[src/lia_irq_map.vh]
// Register offsets, field positions, reset values and timing counts of the latched interrupt aggregator
`ifndef LIA_IRQ_MAP_VH
`define LIA_IRQ_MAP_VH

`define LIA_ADDR_W 18
`define LIA_OFS_OUT_CTRL 18'h02710
`define LIA_OFS_SUMMARY 18'h18004
`define LIA_OFS_CLOCK_FLAGS 18'h18010
`define LIA_OFS_BOOT_FLAGS 18'h18014
`define LIA_OFS_SIGDET_FLAGS 18'h18020
`define LIA_OFS_LOOP_FLAGS 18'h18024
`define LIA_OFS_PIN_FLAGS 18'h18038

`define LIA_BIT_GLOBAL_MASK 11
`define LIA_BIT_POLARITY 10
`define LIA_BIT_DRIVE 9
`define LIA_BIT_SUMMARY 0
`define LIA_BIT_CLK_ERR 10
`define LIA_BIT_CLK_FAIL 8
`define LIA_BIT_BOOT 3
`define LIA_BIT_SIGDET_LO 16
`define LIA_BIT_REF_LOST 8
`define LIA_BIT_LOCK_LOST 1
`define LIA_BIT_LOCK_GAINED 0
`define LIA_BIT_PIN_LO 16

`define LIA_RST_GLOBAL_MASK 1'h0
`define LIA_RST_POLARITY 1'h1
`define LIA_RST_DRIVE 1'h1
`define LIA_RST_SOURCE_MASK 32'hffff_fffb

`define LIA_CLK_HZ 40000000
`define LIA_SLOW_CLK_HZ 32768
`define LIA_SLOW_DIV (`LIA_CLK_HZ / `LIA_SLOW_CLK_HZ)
`define LIA_DEBOUNCE_TICKS 4

`endif

[src/lia_pin_debounce.v]
// Per-pin debounce filter advanced by the slow tick
`timescale 1ns/10ps
module lia_pin_debounce #(
    parameter WIDTH = 8,
    parameter TICKS = 4,
    parameter CW = 4
) (
    input wire clock,
    input wire nrst,
    input wire tick,
    input wire [WIDTH-1:0] enable,
    input wire [WIDTH-1:0] din,
    output reg [WIDTH-1:0] dout
);
    // Counter step kept at counter width so no operand is silently widened
    localparam [CW-1:0] CNT_ONE = {{(CW-1){1'b0}}, 1'b1};
    reg [CW-1:0] cnt_reg [0:WIDTH-1];
    integer i;

    always @(posedge clock) begin
        if (!nrst) begin
            dout <= {WIDTH{1'b0}};
            for (i = 0; i < WIDTH; i = i + 1) begin
                cnt_reg[i] <= {CW{1'b0}};
            end
        end else begin
            for (i = 0; i < WIDTH; i = i + 1) begin
                if (!enable[i]) begin
                    dout[i] <= din[i];
                    cnt_reg[i] <= {CW{1'b0}};
                end else if (din[i] == dout[i]) begin
                    // Any return to the old level restarts the wait
                    cnt_reg[i] <= {CW{1'b0}};
                end else if (tick) begin
                    if (cnt_reg[i] == TICKS[CW-1:0] - CNT_ONE) begin
                        dout[i] <= din[i];
                        cnt_reg[i] <= {CW{1'b0}};
                    end else begin
                        cnt_reg[i] <= cnt_reg[i] + CNT_ONE;
                    end
                end
            end
        end
    end
endmodule // lia_pin_debounce

[src/lia_irq_aggregator.v]
// Latching interrupt aggregator with masked request pin output
// Overview of operation
// One flag per input, set on a detected edge, not on level; detector, lock and pin inputs have two flags, level-mode pins set on level.
// Some sources flag rising edges only; others have separate rise and fall flags.
// Any combination of inputs can raise a request.
// Flags readable at any time, whether or not the request is asserted.
// Live unlatched value of every source is readable.
// Per-source mask; masked flags still latch but never drive the request.
// Request is the OR of all set unmasked flags.
// Flag stays set until host writes one to its bit; zero leaves it.
// Request stays asserted until every unmasked flag is cleared.
// Pin trigger fields choose edge or level triggering for pin sources.
// Per-pin debounce on slow clock; host keeps slow clock running.
// Global mask bit 11 of output control suppresses request; resets to zero.
// Summary bit 0 at 0x18004 shows unmasked OR, ignoring global mask.
// Polarity bit 10, reset one: one active low, zero active high.
// Drive bit 9, reset one: one open drain, zero push-pull.
// Request routed to a general pin ignores the polarity bit.
// After reset only boot-complete is unmasked; pin falls when boot done.
// 0x18010 holds clock error bit 10, fail bit 8; 0x18014 boot bit 3.
// 0x18020 holds detector fall/rise pairs, fall odd, rise even, bits 25..16.
// 0x18024 holds reference lost bit 8, lock lost bit 1, lock gained bit 0.
// Inputs pass two synchronising flops; edges compare with previous cycle.
// A new event in the cycle of its clear keeps the flag set.
`timescale 1ns/10ps
`include "lia_irq_map.vh"
module lia_irq_aggregator #(
    parameter SLOW_DIV = `LIA_SLOW_DIV,
    parameter DEBOUNCE_TICKS = `LIA_DEBOUNCE_TICKS
) (
    input wire clock,
    input wire nrst,
    input wire [`LIA_ADDR_W-1:0] reg_addr,
    input wire reg_write,
    input wire reg_read,
    input wire [31:0] reg_wdata,
    output reg [31:0] reg_rdata,
    output reg reg_rvalid,
    input wire sysclk_err_in,
    input wire sysclk_fail_in,
    input wire boot_done_in,
    input wire [4:0] sig_detect_in,
    input wire loop_ref_lost_in,
    input wire loop_lock_in,
    input wire [7:0] pin_in,
    input wire [7:0] pin_rise_trigger_cfg,
    input wire [7:0] pin_fall_trigger_cfg,
    input wire [7:0] pin_debounce_en,
    input wire slow_clock_enable,
    input wire mask_load,
    input wire [31:0] mask_wdata,
    output reg [17:0] source_status,
    output reg request_line_one,
    output reg irq_pin_out,
    output reg irq_pin_oe
);
    localparam NSRC = 18;
    localparam NFLAG = 32;

    // Source indices in the raw vector
    localparam S_CLK_ERR = 0;
    localparam S_CLK_FAIL = 1;
    localparam S_BOOT = 2;
    localparam S_SIGDET = 3;
    localparam S_REF = 8;
    localparam S_LOCK = 9;

    // Flag indices in the flag vector
    localparam F_CLK_ERR = 0;
    localparam F_CLK_FAIL = 1;
    localparam F_BOOT = 2;
    localparam F_SIGDET = 3;
    localparam F_REF_LOST = 13;
    localparam F_LOCK_LOST = 14;
    localparam F_LOCK_GAINED = 15;
    localparam F_PIN = 16;

    wire [NSRC-1:0] raw_in;
    reg [NSRC-1:0] sync1_reg;
    reg [NSRC-1:0] sync2_reg;
    reg [NSRC-1:0] prev_reg;
    wire [7:0] pin_clean;
    wire [NSRC-1:0] live;
    wire [NSRC-1:0] rise;
    wire [NSRC-1:0] fall;

    reg [NFLAG-1:0] flag_reg;
    reg [NFLAG-1:0] mask_reg;
    reg [NFLAG-1:0] set_vec;
    reg [NFLAG-1:0] clr_vec;
    reg global_mask_reg;
    reg polarity_reg;
    reg drive_reg;
    reg [10:0] div_reg;
    reg slow_tick_reg;
    reg [31:0] read_word;
    wire summary;
    wire request;
    wire pin_level;
    integer k;

    // Edge or level trigger for pin sources
    function pin_trigger;
        input edge_mode;
        input edge_seen;
        input level_held;
        begin
            pin_trigger = edge_mode ? edge_seen : level_held;
        end
    endfunction

    assign raw_in = {pin_in, loop_lock_in, loop_ref_lost_in, sig_detect_in,
        boot_done_in, sysclk_fail_in, sysclk_err_in};

    // First stage feeds only the second stage
    always @(posedge clock) begin
        if (!nrst) begin
            sync1_reg <= {NSRC{1'b0}};
            sync2_reg <= {NSRC{1'b0}};
            prev_reg <= {NSRC{1'b0}};
        end else begin
            sync1_reg <= raw_in;
            sync2_reg <= sync1_reg;
            prev_reg <= live;
        end
    end

    // Slow tick for the debounce; stops with the slow clock
    always @(posedge clock) begin
        if (!nrst) begin
            div_reg <= 11'h000;
            slow_tick_reg <= 1'b0;
        end else if (!slow_clock_enable) begin
            div_reg <= 11'h000;
            slow_tick_reg <= 1'b0;
        end else if (div_reg == SLOW_DIV[10:0] - 11'h001) begin
            div_reg <= 11'h000;
            slow_tick_reg <= 1'b1;
        end else begin
            div_reg <= div_reg + 11'h001;
            slow_tick_reg <= 1'b0;
        end
    end

    lia_pin_debounce #(
        .WIDTH(8),
        .TICKS(DEBOUNCE_TICKS),
        .CW(4)
    ) u_debounce (
        .clock(clock),
        .nrst(nrst),
        .tick(slow_tick_reg),
        .enable(pin_debounce_en),
        .din(sync2_reg[NSRC-1:10]),
        .dout(pin_clean)
    );

    assign live = {pin_clean, sync2_reg[9:0]};
    assign rise = live & ~prev_reg;
    assign fall = ~live & prev_reg;

    // Event sources onto flags
    always @* begin
        set_vec = {NFLAG{1'b0}};
        set_vec[F_CLK_ERR] = rise[S_CLK_ERR];
        set_vec[F_CLK_FAIL] = rise[S_CLK_FAIL];
        set_vec[F_BOOT] = rise[S_BOOT];
        for (k = 0; k < 5; k = k + 1) begin
            set_vec[F_SIGDET + 2*k] = rise[S_SIGDET + k];
            set_vec[F_SIGDET + 2*k + 1] = fall[S_SIGDET + k];
        end
        set_vec[F_REF_LOST] = rise[S_REF];
        set_vec[F_LOCK_LOST] = fall[S_LOCK];
        set_vec[F_LOCK_GAINED] = rise[S_LOCK];
        for (k = 0; k < 8; k = k + 1) begin
            set_vec[F_PIN + 2*k] = pin_trigger(pin_rise_trigger_cfg[k],
                rise[10 + k], live[10 + k]);
            set_vec[F_PIN + 2*k + 1] = pin_trigger(pin_fall_trigger_cfg[k],
                fall[10 + k], ~live[10 + k]);
        end
    end

    // Write-one-to-clear decode
    always @* begin
        clr_vec = {NFLAG{1'b0}};
        if (reg_write) begin
            case (reg_addr)
                `LIA_OFS_CLOCK_FLAGS: begin
                    clr_vec[F_CLK_ERR] = reg_wdata[`LIA_BIT_CLK_ERR];
                    clr_vec[F_CLK_FAIL] = reg_wdata[`LIA_BIT_CLK_FAIL];
                end
                `LIA_OFS_BOOT_FLAGS: begin
                    clr_vec[F_BOOT] = reg_wdata[`LIA_BIT_BOOT];
                end
                `LIA_OFS_SIGDET_FLAGS: begin
                    clr_vec[F_SIGDET+9:F_SIGDET] = reg_wdata[`LIA_BIT_SIGDET_LO+9:`LIA_BIT_SIGDET_LO];
                end
                `LIA_OFS_LOOP_FLAGS: begin
                    clr_vec[F_REF_LOST] = reg_wdata[`LIA_BIT_REF_LOST];
                    clr_vec[F_LOCK_LOST] = reg_wdata[`LIA_BIT_LOCK_LOST];
                    clr_vec[F_LOCK_GAINED] = reg_wdata[`LIA_BIT_LOCK_GAINED];
                end
                `LIA_OFS_PIN_FLAGS: begin
                    clr_vec[F_PIN+15:F_PIN] = reg_wdata[`LIA_BIT_PIN_LO+15:`LIA_BIT_PIN_LO];
                end
                default: begin
                    clr_vec = {NFLAG{1'b0}};
                end
            endcase
        end
    end

    // Flags latch regardless of mask; set beats clear
    always @(posedge clock) begin
        if (!nrst) begin
            flag_reg <= {NFLAG{1'b0}};
        end else begin
            flag_reg <= (flag_reg & ~clr_vec) | set_vec; // see see see
        end
    end

    always @(posedge clock) begin
        if (!nrst) begin
            mask_reg <= `LIA_RST_SOURCE_MASK;
        end else if (mask_load) begin
            mask_reg <= mask_wdata;
        end
    end

    always @(posedge clock) begin
        if (!nrst) begin
            global_mask_reg <= `LIA_RST_GLOBAL_MASK;
            polarity_reg <= `LIA_RST_POLARITY;
            drive_reg <= `LIA_RST_DRIVE;
        end else if (reg_write && reg_addr == `LIA_OFS_OUT_CTRL) begin
            global_mask_reg <= reg_wdata[`LIA_BIT_GLOBAL_MASK];
            polarity_reg <= reg_wdata[`LIA_BIT_POLARITY];
            drive_reg <= reg_wdata[`LIA_BIT_DRIVE];
        end
    end

    assign summary = |(flag_reg & ~mask_reg); // see see
    assign request = summary & ~global_mask_reg;
    // Polarity one means the pin sits low while asserted
    assign pin_level = polarity_reg ? ~request : request;

    // Register read mux
    always @* begin
        read_word = 32'h0000_0000;
        case (reg_addr)
            `LIA_OFS_OUT_CTRL: begin
                read_word[`LIA_BIT_GLOBAL_MASK] = global_mask_reg;
                read_word[`LIA_BIT_POLARITY] = polarity_reg;
                read_word[`LIA_BIT_DRIVE] = drive_reg;
            end
            `LIA_OFS_SUMMARY: begin
                read_word[`LIA_BIT_SUMMARY] = summary;
            end
            `LIA_OFS_CLOCK_FLAGS: begin
                read_word[`LIA_BIT_CLK_ERR] = flag_reg[F_CLK_ERR];
                read_word[`LIA_BIT_CLK_FAIL] = flag_reg[F_CLK_FAIL];
            end
            `LIA_OFS_BOOT_FLAGS: begin
                read_word[`LIA_BIT_BOOT] = flag_reg[F_BOOT];
            end
            `LIA_OFS_SIGDET_FLAGS: begin
                read_word[`LIA_BIT_SIGDET_LO+9:`LIA_BIT_SIGDET_LO] = flag_reg[F_SIGDET+9:F_SIGDET];
            end
            `LIA_OFS_LOOP_FLAGS: begin
                read_word[`LIA_BIT_REF_LOST] = flag_reg[F_REF_LOST];
                read_word[`LIA_BIT_LOCK_LOST] = flag_reg[F_LOCK_LOST];
                read_word[`LIA_BIT_LOCK_GAINED] = flag_reg[F_LOCK_GAINED];
            end
            `LIA_OFS_PIN_FLAGS: begin
                read_word[`LIA_BIT_PIN_LO+15:`LIA_BIT_PIN_LO] = flag_reg[F_PIN+15:F_PIN];
            end
            default: begin
                read_word = 32'h0000_0000;
            end
        endcase
    end

    always @(posedge clock) begin
        if (!nrst) begin
            reg_rdata <= 32'h0000_0000;
            reg_rvalid <= 1'b0;
        end else begin
            reg_rvalid <= reg_read;
            if (reg_read) begin
                reg_rdata <= read_word;
            end
        end
    end

    // Outputs registered so the pin never glitches on mux settling
    always @(posedge clock) begin
        if (!nrst) begin
            source_status <= {NSRC{1'b0}};
            request_line_one <= 1'b0;
            irq_pin_out <= 1'b0;
            irq_pin_oe <= 1'b0;
        end else begin
            source_status <= live;
            request_line_one <= request;
            if (drive_reg) begin
                // Open drain only ever pulls low
                irq_pin_out <= 1'b0;
                irq_pin_oe <= ~pin_level;
            end else begin
                irq_pin_out <= pin_level;
                irq_pin_oe <= 1'b1;
            end
        end
    end
endmodule // lia_irq_aggregator

[config.mk]
export PLATFORM = sky130hd
export DESIGN_NAME = lia_irq_aggregator
export DESIGN_NICKNAME = d
export VERILOG_FILES = /design/src/lia_pin_debounce.v /design/src/lia_irq_aggregator.v
export VERILOG_INCLUDE_DIRS = /design/src
export SDC_FILE = /design/constraint.sdc
export NUM_CORES = 1
export LEC_CHECK = 0
export BUFFER_PORTS_ARGS = -buffer_cell sky130_fd_sc_hd__buf_2
export CAP_MARGIN = 5
export CELL_PAD_IN_SITES_DETAIL_PLACEMENT = 1
export CELL_PAD_IN_SITES_GLOBAL_PLACEMENT = 2
export CORE_ASPECT_RATIO = 0.9
export CORE_MARGIN = 1.5
export CORE_UTILIZATION = 37
export CTS_BUF_LIST = sky130_fd_sc_hd__clkbuf_4
export DETAILED_ROUTE_END_ITERATION = 16
export PLACE_DENSITY = 0.95
export SLEW_MARGIN = 20
export SYNTH_ARGS = -nofsm -noshare
export SYNTH_HDL_FRONTEND = slang
export SYNTH_HIERARCHICAL = 1
export SYNTH_SLANG_ARGS = --single-unit
[constraint.sdc]
create_clock -name clock -period 5.7 [get_ports clock]
set_clock_uncertainty 0.2 [all_clocks]
set_input_delay 1.14 -clock clock [delete_from_list [all_inputs] [get_ports clock]]
set_output_delay 1.14 -clock clock [all_outputs]
set_load 0.01 [all_outputs]
# Word-level counts from Yosys, hierarchy flattened
# Memories as Yosys holds them, arrays and structs flattened.
# Cells that the tools add are included.
[totals]
ff_bits = 168
ramBits = 32
inputBits = 130
out_inout_bits = 54
rom_bits = 0
n_memories = 1
latchBits = 0
[op_classes]
reduce_logical = 13
muxes = 251
shift = 0
addsub = 9
n_div = 0
n_mul = 0
n_lt_le_gt_ge = 0
eq_ne = 48
bitwise = 55
[mem_list]
columns = ["memory", "words", "word_bits", "rd", "rd_ports_with_merged_regs", "wr", "line", "source"]
rows = [
  ["u_debounce.cnt_reg", 8, 4, 8, 0, 8, "lia_pin_debounce.v:17", "reg [CW-1:0] cnt_reg [0:WIDTH-1];"],
]
[ops]
columns = ["cell", "count"]
rows = [
  ["two-way mux 1 bit", 209],
  ["two-way mux 4 bit", 32],
  ["== test 18 x 17 -> 1 bit (second input constant)", 6],
  ["AND 32 bit", 2],
  ["inverter 32 bit", 2],
  ["AND 18 bit", 2],
  ["inverter 18 bit", 2],
  ["adder 4 x 1 -> 4 bit (second input constant)", 8],
  ["== test 4 x 2 -> 1 bit (second input constant)", 8],
  ["two-way mux 32 bit", 1],
  ["inequality test 2 x 1 -> 1 bit (second input constant)", 16],
  ["bitwise OR 1 bit", 32],
  ["bitwise OR 32 bit", 1],
  ["OR reduction 32 bit", 1],
  ["AND reduction 3 bit", 8],
  ["case mux 10 bit (2 select lines)", 1],
  ["== test 18 x 14 -> 1 bit (second input constant)", 1],
  ["two-way mux 16 bit", 1],
  ["inequality test 2 bit (second input constant)", 8],
  ["inverter 1 bit", 13],
  ["adder 11 x 1 -> 11 bit (second input constant)", 1],
  ["== test 11 bit (second input constant)", 1],
  ["two-way mux 10 bit", 1],
  ["== test 1 bit", 8],
  ["9 further kinds", 11],
]

# Depth between registers and ports, before layout
# Gate-level depths: netlist of run 1.
# An unclocked memory read counts as a cell.
[logic_depth]
depth_word = 10
mapped_depth = 7
mapped_depth_nobuf = 6

# Hierarchy
# The synthesis of run 1 kept the hierarchy.
[modules_own_cells]
columns = ["module", "area_per_inst_um2", "n_inst", "cells_per_inst"]
rows = [
  ["lia_irq_aggregator", 6208.5, 1, 653],
  ["lia_pin_debounce", 2010.7, 1, 183],
]

# Worst setup path after synthesis of run 1
# OpenSTA, ideal clock, no wires.
[synth_path]
path_type = "input to register"
startpoint = "in reg_addr[7]"
endpoint = "reg flag_reg[19]"
t_arrival_ps = 3139
stages = 7
path_buffers = 2
slack_ps = 2243
required_ps = 5382
path_cell_list = "or4_1 > or4_1 > buf_6 > or4_4 > buf_6 > o21ai_2 > a21boi_1"
[synth_via]
elab_chain_len = 6
[synth_lines]
columns = ["element", "line", "source"]
rows = [
  ["from (decl)", "lia_irq_aggregator.v:33", "input wire [`LIA_ADDR_W-1:0] reg_addr,"],
  ["== test 18 x 17 -> 1 bit", "lia_irq_aggregator.v:187", "case (reg_addr)"],
  ["two-way mux 16 bit", "lia_irq_aggregator.v:187", ""],
  ["two-way mux 32 bit", "lia_irq_aggregator.v:186", "if (reg_write) begin"],
  ["inverter 32 bit", "lia_irq_aggregator.v:218", "flag_reg <= (flag_reg & ~clr_vec) | set_vec;"],
  ["AND 32 bit", "lia_irq_aggregator.v:218", ""],
  ["bitwise OR 32 bit", "lia_irq_aggregator.v:218", ""],
  ["to (signal assigned)", "lia_irq_aggregator.v:216", "flag_reg <= {NFLAG{1'b0}};"],
  ["to (signal assigned)", "lia_irq_aggregator.v:218", ""],
  ["to (decl)", "lia_irq_aggregator.v:87", "reg [NFLAG-1:0] flag_reg;"],
]
# Every way passes these cells.
# A chain may end at the register's enable or synchronous reset.

# Worst setup path in the final report of run 1
[layout_path]
startpoint = "in reg_addr[7]"
endpoint = "reg flag_reg[30]"
# The elaborated chain is that of the path after synthesis.

==> reports/qor.yml, run 1 <==
synth.distinct_cells: 52
die_w_um: 160
crit_path_end_kind: "flop"
die_y_um: 144
yosysSeqAreaShare_pct: 52.6
clkLatencyLatePin_ps: 570
min_to: "sync2_reg[2]"
setup_violations: 0
grt_pass1_vias: 6180
tightest_slew_ps: 995
critPathTopFamily: "simple AND/OR/NAND/NOR gates"
core_area_um2: 21700
synth-seq-cells: 200
ios: 184
drt-pass1-iter-count: 5
worstReg2RegStart: "flag_reg[9]"
fmax_mhz: 278
viasPerCell: 4.86
grtUsageTotal_pct: 18.6
fin_crit_sh_pct: 63.2
rsz0062_at_grt: "no"
r2r-end: "irq_pin_oe"
numPortBuffers: 165
slew_violations: 0
p_per_area_nw_per_um2: 259
synthArstFlopShare_pct: 0
grt_pass1_wl_mm: 33.1
yosys.area.top_type_share_pct: 40.9
synth_top_area_cell: "dfxtp_1"
cap_violations: 0
critPathMaxStageDelay_ps: 880
grt_antenna_before_repair: 1
status: "completed"
synth_cells: 836
startpoint_type: "input pin"
final-hold-violation-count: 0
worstPathRequired_ps: 5990
globalplace.congestion: 0.773
cts_tree: "built"
drt_iter0_drc: 307
clock_sinks: 200
place_ws_ps: 1440
grt_max_degree: 83
synth_edf_count: 32
ys.warnings.count: 6
hold_buffers: 0
min-delay-start: "sync1_reg[2]"
remaining_drc_errors: 0
worstHoldPathCells: 1
cts-root-buf: "clkbuf_4"
setup_tns_ps: 0
htreeDepth: 4
die_area_um2: 23100
fin_hold_ws_ps: 242
drive_gt1_share_pct: 21.6
via_count: 6270
netlist_area_um2: 8220
path_buf_inv: 1
yosys_most_used_dff: "dfxtp_1"
peakVddDrop_mv: 0.113
wl_met2_mm: 9.66
overflow: 0
worstPathCellList: "buf_2 -> or4_1 -> or4_1 -> nor3_4 -> nand3_1 -> a32o_1"
crit_fanout: 23
nNetsFinal: 1122
routed.top_layer: "met4"
synth_area_leaders: "dfxtp_1 41%, edfxtp_1 12%, mux2i_1 4.5%"
final_antenna_net_count: 0
post-dp-hpwl_mm: 16.1
start_util_pct: 37.9
path_common_cell: "or4_1"
cts_resized: 0
wl_met3_um: 983
crit_type: "input pin to flop"
worst_slack_ps: 2100
fin_crit_ps: 3600
num_rows: 51
r2r_slack_ps: 3510
cp.arrival_ps: 3890
synth.avg_cell_area_um2: 9.83
syn2layout_area_growth_pct: 15.6
relSlewSlack_pct: 33.7
post-cts-setup-buffers: 0
cts_buffers: 17
layout_common_cells: "168 x dfxtp_1, 164 x buf_2, 87 x nand2_1, 57 x and2_1, 50 x nor2_1"
final_common_cell: "dfxtp_1"
reg2regPathDepth: 5
post-route-util_pct: 43.8
ctsLongestPathBuffers: 2
critical_path.slowest_cell: "nor3_4"
wl_mm: 21.1
avgRoutedWirePerCell_um: 16.4
clk_transition_reported_paths_ps: 170
leakage_uw: 0.00396
wl_met1_mm: 10.2
hp-class: "flop to flop"
[metal layers]
metal / track usage (%) / vias to the layer above
li1: - / 3141
met1: 24.5 / 2988
met2: 30.6 / 119
met3: 4.62 / 22
met4: 5.16 / 0
met5: 0 / -
[Yosys cell counts, types with 15 or more instances]
master and number:
a21boi_0 20, a21oi_1 17, and2_1 57, clkbuf_1 27, dfxtp_1 168, edfxtp_1 32
inv_1 35, mux2i_1 37, nand2_1 87, nand2b_1 31, nand3_1 42, nand4_1 15
nor2_1 50, nor2b_1 20, o21ai_0 26, xor2_1 21
[metrics by stage]
step / cell area (um^2) / cells / total power [uW]
final: 9500 / 1289 / 2460
after floorplan: 8250 / 844 / 1670
after global placement: 9230 / 1255 / 1750
after global routing: 9500 / 1288 / 2570
after CTS: 9500 / 1287 / 2500
after detailed placement: 9230 / 1255 / 1760
[cell families after synthesis]
logic type | Yosys count | synth area share (%)
muxes | 37 | 4.51
AOI/OAI and AO/OA | 139 | 11.9
other | 1 | 0.0456
buffers and inverters | 82 | 4.40
DFF | 200 | 52.6
xor gates and xnor gates | 33 | 3.52
adders and majority gates | 9 | 1.37
and+or+nand+nor | 335 | 21.7
[worst reg2reg max path: stages (launching register included)]
cell	delay, ps
dfxtp_1	370
nor2b_1	130
a2111oi_0	730
and4_1	330
a2111oi_0	100
a311oi_1	270
[worst max-delay path by stage]
stage | start | to | slack [ps] | cells past startpoint
after floorplan | reg_addr[7] | flag_reg[19] | 2240 | 7
after global placement | reg_addr[7] | flag_reg[28] | 1480 | 6
after detailed placement | reg_addr[7] | flag_reg[30] | 1440 | 6
after CTS | reg_addr[7] | flag_reg[30] | 2110 | 6
after global routing | reg_addr[7] | flag_reg[30] | 2030 | 6
final | reg_addr[7] | flag_reg[30] | 2100 | 6
[report_power, final]
group	switching, uW	internal, uW	leakage, uW	total (uW)
sequential	34.6	1490	0.00177	1520
combinational	113	95.7	0.00205	209
clock	505	227	0.000139	732
[final cells by class]
class / instances / area, um^2
repair buffers: 167 / 843
clock buffers: 17 / 128
fillers: 2573 / 12200
diodes: 2 / 5.00
clock inverters: 15 / 145
multi-input cells: 562 / 3560
flip-flops and latches: 200 / 4320
well taps: 291 / 364
inverters: 35 / 131
Note: power is estimated with default switching activity, not from simulation.
==> run 2, diff against run 1 <==
--- a/config.mk
+++ b/config.mk
@@ -6,16 +6,17 @@
 export SDC_FILE = /design/constraint.sdc
 export NUM_CORES = 1
 export LEC_CHECK = 0
+export ABC_AREA = 1
 export BUFFER_PORTS_ARGS = -buffer_cell sky130_fd_sc_hd__buf_2
 export CAP_MARGIN = 5
 export CELL_PAD_IN_SITES_DETAIL_PLACEMENT = 1
 export CELL_PAD_IN_SITES_GLOBAL_PLACEMENT = 2
 export CORE_ASPECT_RATIO = 0.9
 export CORE_MARGIN = 1.5
-export CORE_UTILIZATION = 37
+export CORE_UTILIZATION = 32
 export CTS_BUF_LIST = sky130_fd_sc_hd__clkbuf_4
 export DETAILED_ROUTE_END_ITERATION = 16
-export PLACE_DENSITY = 0.95
+export PLACE_DENSITY = 0.92
 export SLEW_MARGIN = 20
 export SYNTH_ARGS = -nofsm -noshare
 export SYNTH_HDL_FRONTEND = slang
==> constraint.sdc (replaced) <==
create_clock -name clock -period 3.4 [get_ports clock]
set_clock_uncertainty 0.2 [all_clocks]
set_input_delay 0.68 -clock clock [delete_from_list [all_inputs] [get_ports clock]]
set_output_delay 0.68 -clock clock [all_outputs]
set_load 0.01 [all_outputs]
==> run 2 against run 1 <==
Effect of this change: flip-flop and latch count did not move; sequential share of layout area fell by 1.6 points; final area rose by 3.7%; routed wire length rose by 13%; global-route usage fell by 0.79 points; count of clock-buffer cells in the layout did not move; critical path type is now flop to output port.
==> reports/qor.yml, run 2 <==
cp.arrival_ps: 1130
grt_antenna_before_repair: 3
place_ws_ps: 851
remaining_drc_errors: 0
yosys.area.top_type_share_pct: 39.7
synth.distinct_cells: 42
viasPerCell: 4.53
reg2regPathDepth: 4
crit_type: "flop to output port"
crit_path_end_kind: "output port"
wl_mm: 23.8
place_inst: 1578
path_buf_inv: 1
r2r_slack_ps: 1540
critical_path.slowest_cell: "dfxtp_1"
seqPwrFrac_pct: 61.5
critPathMaxStageDelay_ps: 400
worstReg2RegStart: "slow_tick_reg"
leakage_uw: 0.00492
cts_buffers: 17
synth_cells: 1096
globalplace.congestion: 0.797
fin_crit_sh_pct: 59.1
multiInputGateArea_um2: 3300
relSlewSlack_pct: 54.9
post-dp-hpwl_mm: 18.5
worstHoldPathCells: 3
die_y_um: 157
start_util_pct: 32.5
synth_area_leaders: "dfxtp_1 40%, nand2_1 12%, edfxtp_1 11%"
grtUsageTotal_pct: 17.9
nNetsFinal: 1390
fin_hold_ws_ps: 74.0
final_antenna_net_count: 0
final_common_cell: "nand2_1"
via_count: 7311
final-hold-violation-count: 0
post-cts-setup-buffers: 0
cts-root-buf: "clkbuf_4"
numPortBuffers: 165
ios: 184
min_to: "sync1_reg[6]"
core_area_um2: 26100
switching_share_pct: 28.9
grt_pass1_wl_mm: 38.2
avgRoutedWirePerCell_um: 14.8
cts_tree: "built"
fin_crit_ps: 2010
drt-pass1-iter-count: 4
internal_power_uw: 2990
comb_power_share_pct: 10.2
crit_fanout: 3
num-fill-cells: 3290
htreeDepth: 4
clkPwrFrac_pct: 28.2
switchingPower_uw: 1210
yosys_most_used_dff: "dfxtp_1"
setup_violations: 0
clock_sinks: 200
drive_gt1_share_pct: 19.3
die_area_um2: 27500
post-route-util_pct: 37.8
layoutNonFillerInstCount: 1614
ys.warnings.count: 6
synth_edf_count: 32
tightest_slew_ps: 677
netlist_area_um2: 8470
drt_iter0_drc: 327
worstPathCellList: "buf_2"
synthTopCellsByCount: "279 x nand2_1, 168 x dfxtp_1, 163 x inv_1"
synth.avg_cell_area_um2: 7.73
ctsLongestPathBuffers: 2
synth-seq-cells: 200
p_per_area_nw_per_um2: 426
worst_slack_ps: 1390
synth_top_area_cell: "dfxtp_1"
clkLatencyLatePin_ps: 580
num_rows: 56
die_w_um: 175
yosysSeqAreaShare_pct: 51.0
grt_max_degree: 51
layout_common_cells: "279 x nand2_1, 168 x dfxtp_1, 164 x buf_2, 163 x inv_1, 84 x nor2_1"
setup_tns_ps: 0
status: "completed"
r2r-end: "u_debounce/cnt_reg[0][14]"
worstPathRequired_ps: 2520
yosysMostFrequentCell: "nand2_1"
rsz0062_at_grt: "no"
overflow: 0
critPathTopFamily: "flip-flops"
synthArstFlopShare_pct: 0
hp-class: "input pin to flop"
min-delay-start: "sig_detect_in[3]"
peakVddDrop_mv: 0.226
clk_transition_reported_paths_ps: 190
slew_violations: 0
startpoint_type: "flop"
cap_violations: 0
grt_pass1_vias: 7302
fmax_mhz: 498
syn2layout_area_growth_pct: 16.3
regArea_um2: 4320
## run 2: how the worst max path moves through the flow
stage | depth (start not counted) | from | endpoint
2_1_floorplan | 9 | reg_addr[10] | flag_reg[11]
3_3_place_gp | 9 | reg_addr[13] | flag_reg[30]
3_5_place_dp | 9 | reg_addr[13] | flag_reg[30]
4_1_cts | 1 | source_status[9] | source_status[9]
5_1_grt | 1 | source_status[13] | source_status[13]
6_report | 1 | source_status[13] | source_status[13]
## run 2: through the flow
step           power, uW  instance area (um^2)
3_3_place_gp        3050                  9580
3_5_place_dp        3070                  9580
6_report            4200                  9850
4_1_cts             4270                  9830
5_1_grt             4440                  9850
2_1_floorplan       2860                  8500
## run 2: what timing repair did
action	in CTS	in global routing
hold endpoints to repair	0	2
hold buffers	0	2
resized for setup	0	0
## run 2: area by class of cell
cell class	instances	share of cell area, %
Clock inverter	14	1.17
Tap cell	348	4.42
Sequential cell	200	43.9
Clock buffer	17	1.30
Antenna cell	3	0.0762
Inverter	169	6.45
Timing Repair Buffer	173	9.19
Multi-Input combinational cell	690	33.5
## run 2: cells by family (layout without fill, tap and decap cells)
family,Yosys count,in the layout,share of synthesized area (%)
buffers and inverters,214,373,10.3
AO/OA/AOI/OAI,177,177,11.2
adder cells (fa/ha/maj),9,9,1.33
XOR/XNOR,9,9,0.931
other,1,12,0.0443
flip-flops,200,200,51.0
AND/OR/NAND/NOR,486,486,25.1
## run 2: power by group through the flow
stage / logic, uW / registers, uW / clock network [uW]
final: 430 / 2580 / 1190
after global routing: 492 / 2600 / 1350
after CTS: 436 / 2580 / 1250
after detailed placement: 435 / 2640 / 0
after global placement: 422 / 2630 / 0
after floorplan: 241 / 2620 / 0
## run 2: routing by layer
| layer | vias up | wire length [um] | global-route usage, % | part of all wire, % |
|---|---|---|---|---|
| met5 | - | 0 | 0 | 0 |
| met4 | 0 | 99 | 3.22 | 0.42 |
| met3 | 8 | 1300 | 4.44 | 5.5 |
| met2 | 130 | 11100 | 30.3 | 47 |
| met1 | 3420 | 11300 | 23.2 | 47 |
| li1 | 3753 | - | - | - |
==> run 3, diff against run 2 <==
--- a/config.mk
+++ b/config.mk
@@ -13,10 +13,10 @@
 export CELL_PAD_IN_SITES_GLOBAL_PLACEMENT = 2
 export CORE_ASPECT_RATIO = 0.9
 export CORE_MARGIN = 1.5
-export CORE_UTILIZATION = 32
+export CORE_UTILIZATION = 29
 export CTS_BUF_LIST = sky130_fd_sc_hd__clkbuf_4
 export DETAILED_ROUTE_END_ITERATION = 16
-export PLACE_DENSITY = 0.92
+export PLACE_DENSITY = 0.88
 export SLEW_MARGIN = 20
 export SYNTH_ARGS = -nofsm -noshare
 export SYNTH_HDL_FRONTEND = slang
==> constraint.sdc (replaced) <==
create_clock -name clock -period 1.65 [get_ports clock]
set_clock_uncertainty 0.2 [all_clocks]
set_input_delay 0.33 -clock clock [delete_from_list [all_inputs] [get_ports clock]]
set_output_delay 0.33 -clock clock [all_outputs]
set_load 0.01 [all_outputs]
==> run 3 against run 2 <==
Effect of this change: the run now ends with negative setup slack left; count of clock-buffer cells in the layout is the same; combinational power rose to 3.1 times the previous value; non-clock buffer count rose by 184; highest routed layer unchanged; global-route usage increased by 0.35 points; die area grew 10%; sequential share of layout area fell by 7.6 points; worst setup slack worse by 1400 ps.
==> reports/qor.yml, run 3 (synthesis results as in run 2) <==
drt-pass1-iter-count: 4
r2r_slack_ps: 60
worstPathCellList: "dlygate4sd3_1 -> buf_2 -> a21oi_1 -> o21ai_0 -> dlygate4sd3_1"
viasPerCell: 4.49
htreeDepth: 4
num_rows: 59
p_per_area_nw_per_um2: 757
crit_fanout: 1
fin_crit_sh_pct: 103
syn2layout_area_growth_pct: 42.7
clk_transition_reported_paths_ps: 180
cp.arrival_ps: 1990
worstReg2RegStart: "flag_reg[22]"
die_y_um: 165
critPathMaxStageDelay_ps: 600
layout_common_cells: "271 x nand2_1, 160 x inv_1, 122 x buf_2, 115 x dfxtp_1, 115 x dlygate4sd3_1"
core_area_um2: 28800
grt_pass1_wl_mm: 42.6
leakage_uw: 0.00589
design_area_um2: 12100
globalplace.congestion: 0.798
final-hold-violation-count: 0
grt_max_degree: 35
post-route-util_pct: 42.0
startpoint_type: "input pin"
cts-root-buf: "clkbuf_4"
placed_cell_area_um2: 10100
final_common_cell: "nand2_1"
ios: 184
peakVddDrop_mv: 0.419
regArea_um2: 4390
cts_buffers: 17
critical_path.slowest_cell: "dlygate4sd3_1"
status: "complete, but fails checks"
drive_gt1_share_pct: 27.5
min_to: "sync1_reg[12]"
r2r-end: "irq_pin_oe"
rsz0062_at_grt: "yes"
violations: "negative setup slack"
wl_mm: 27.3
setup_violations: 2
nNetsFinal: 1574
worst_slack_ps: -54.2
cap_violations: 0
final_antenna_net_count: 0
die_w_um: 183
drt_iter0_drc: 315
overflow: 0
numPortBuffers: 165
start_util_pct: 29.4
cts_tree: "built"
fin_crit_ps: 1700
multiInputGateArea_um2: 3420
die_area_um2: 30200
avgRoutedWirePerCell_um: 15.0
worstPathRequired_ps: 1930
path_common_cell: "dlygate4sd3_1"
post-dp-hpwl_mm: 19.7
worstHoldPathCells: 4
grt_pass1_vias: 8363
min-delay-start: "nrst"
clkLatencyLatePin_ps: 570
fmax_mhz: 587
crit_path_end_kind: "flop"
hp-class: "input pin to flop"
clock_sinks: 200
ctsLongestPathBuffers: 2
remaining_drc_errors: 0
slew_violations: 0
reg2regPathDepth: 9
crit_type: "input pin to flop"
num-fill-cells: 3528
grt_antenna_before_repair: 2
via_count: 8158
grtUsageTotal_pct: 18.2
==> run 3: cell types whose count changed in the layout (fill, tap and decap cells not counted), sizes merged <==
| cell | delta |
|---|---|
| dlygate4sd3 | +113 |
| dlymetal6s4s | +1 |
| buf | +70 |
| inv | +2 |
| clkinvlp | -1 |
==> run 3: per-layer routing <==
layer | routed length [um] | global-route usage (%)
met1 | 12600 | 23.0
met2 | 13300 | 32.1
met3 | 1140 | 3.97
met4 | 253 | 3.61
met5 | 0 | 0
==> run 3: worst max-delay path, delay by kind of cell <==
kind	cells	cell delay, ps
AOI/OAI and AO/OA	2	370
buffers and inverters	3	1280
==> run 3: what timing repair did <==
item / 4_1_cts / 5_1_grt
hold buffers: 115 / 2
buffers inserted: 13 / 7
gates resized for setup: 77 / 68
pin swaps: 0 / 12
endpoints found under the hold margin: 111 / 3
endpoints found under the setup margin: 53 / 69
gates cloned: 0 / 0
==> run 3: worst max path at each step <==
| stage | slack (ps) | endpoint | startpoint |
|---|---|---|---|
| 2_1_floorplan | 90 | div_reg[7] | div_reg[0] |
| 3_3_place_gp | -90 | reg_rdata[10] | reg_addr[5] |
| 3_5_place_dp | -140 | global_mask_reg | reg_addr[5] |
| 4_1_cts | -20 | source_status[9] | source_status[9] |
| 5_1_grt | -60 | reg_rdata[10] | reg_rdata[10] |
| 6_report | -50 | mask_reg[11] | mask_wdata[11] |
==> run 3: through the flow <==
step | hold slack (ps) | total power (uW) | setup WS [ps] | setup TNS, ps | instances
detailed placement | 202 | 6430 | -139 | -3410 | 1647
CTS | 0.510 | 9230 | -15.5 | -52.8 | 1807
finish | 67.6 | 9150 | -54.2 | -57.1 | 1817
global route | 2.71 | 9640 | -60.8 | -1100 | 1815
floorplan | 190 | 5900 | 91.5 | 0 | 1104
global placement | 193 | 6390 | -86.7 | -2060 | 1647
==> run 3: cell type report <==
cell class	instances	area share [%]
Antenna cell	3	0.0621
Clock buffer	17	1.06
Clock inverter	15	0.963
Inverter	169	5.27
Multi-Input combinational cell	690	28.3
Sequential cell	200	36.3
Tap cell	366	3.79
Timing Repair Buffer	357	24.2
==> run 3: where the power goes <==
group	switching, uW	leakage [uW]	internal, uW
clock	1830	0.000141	638
combinational	664	0.00396	674
sequential	144	0.00179	5190
total	2640	0.00589	6500
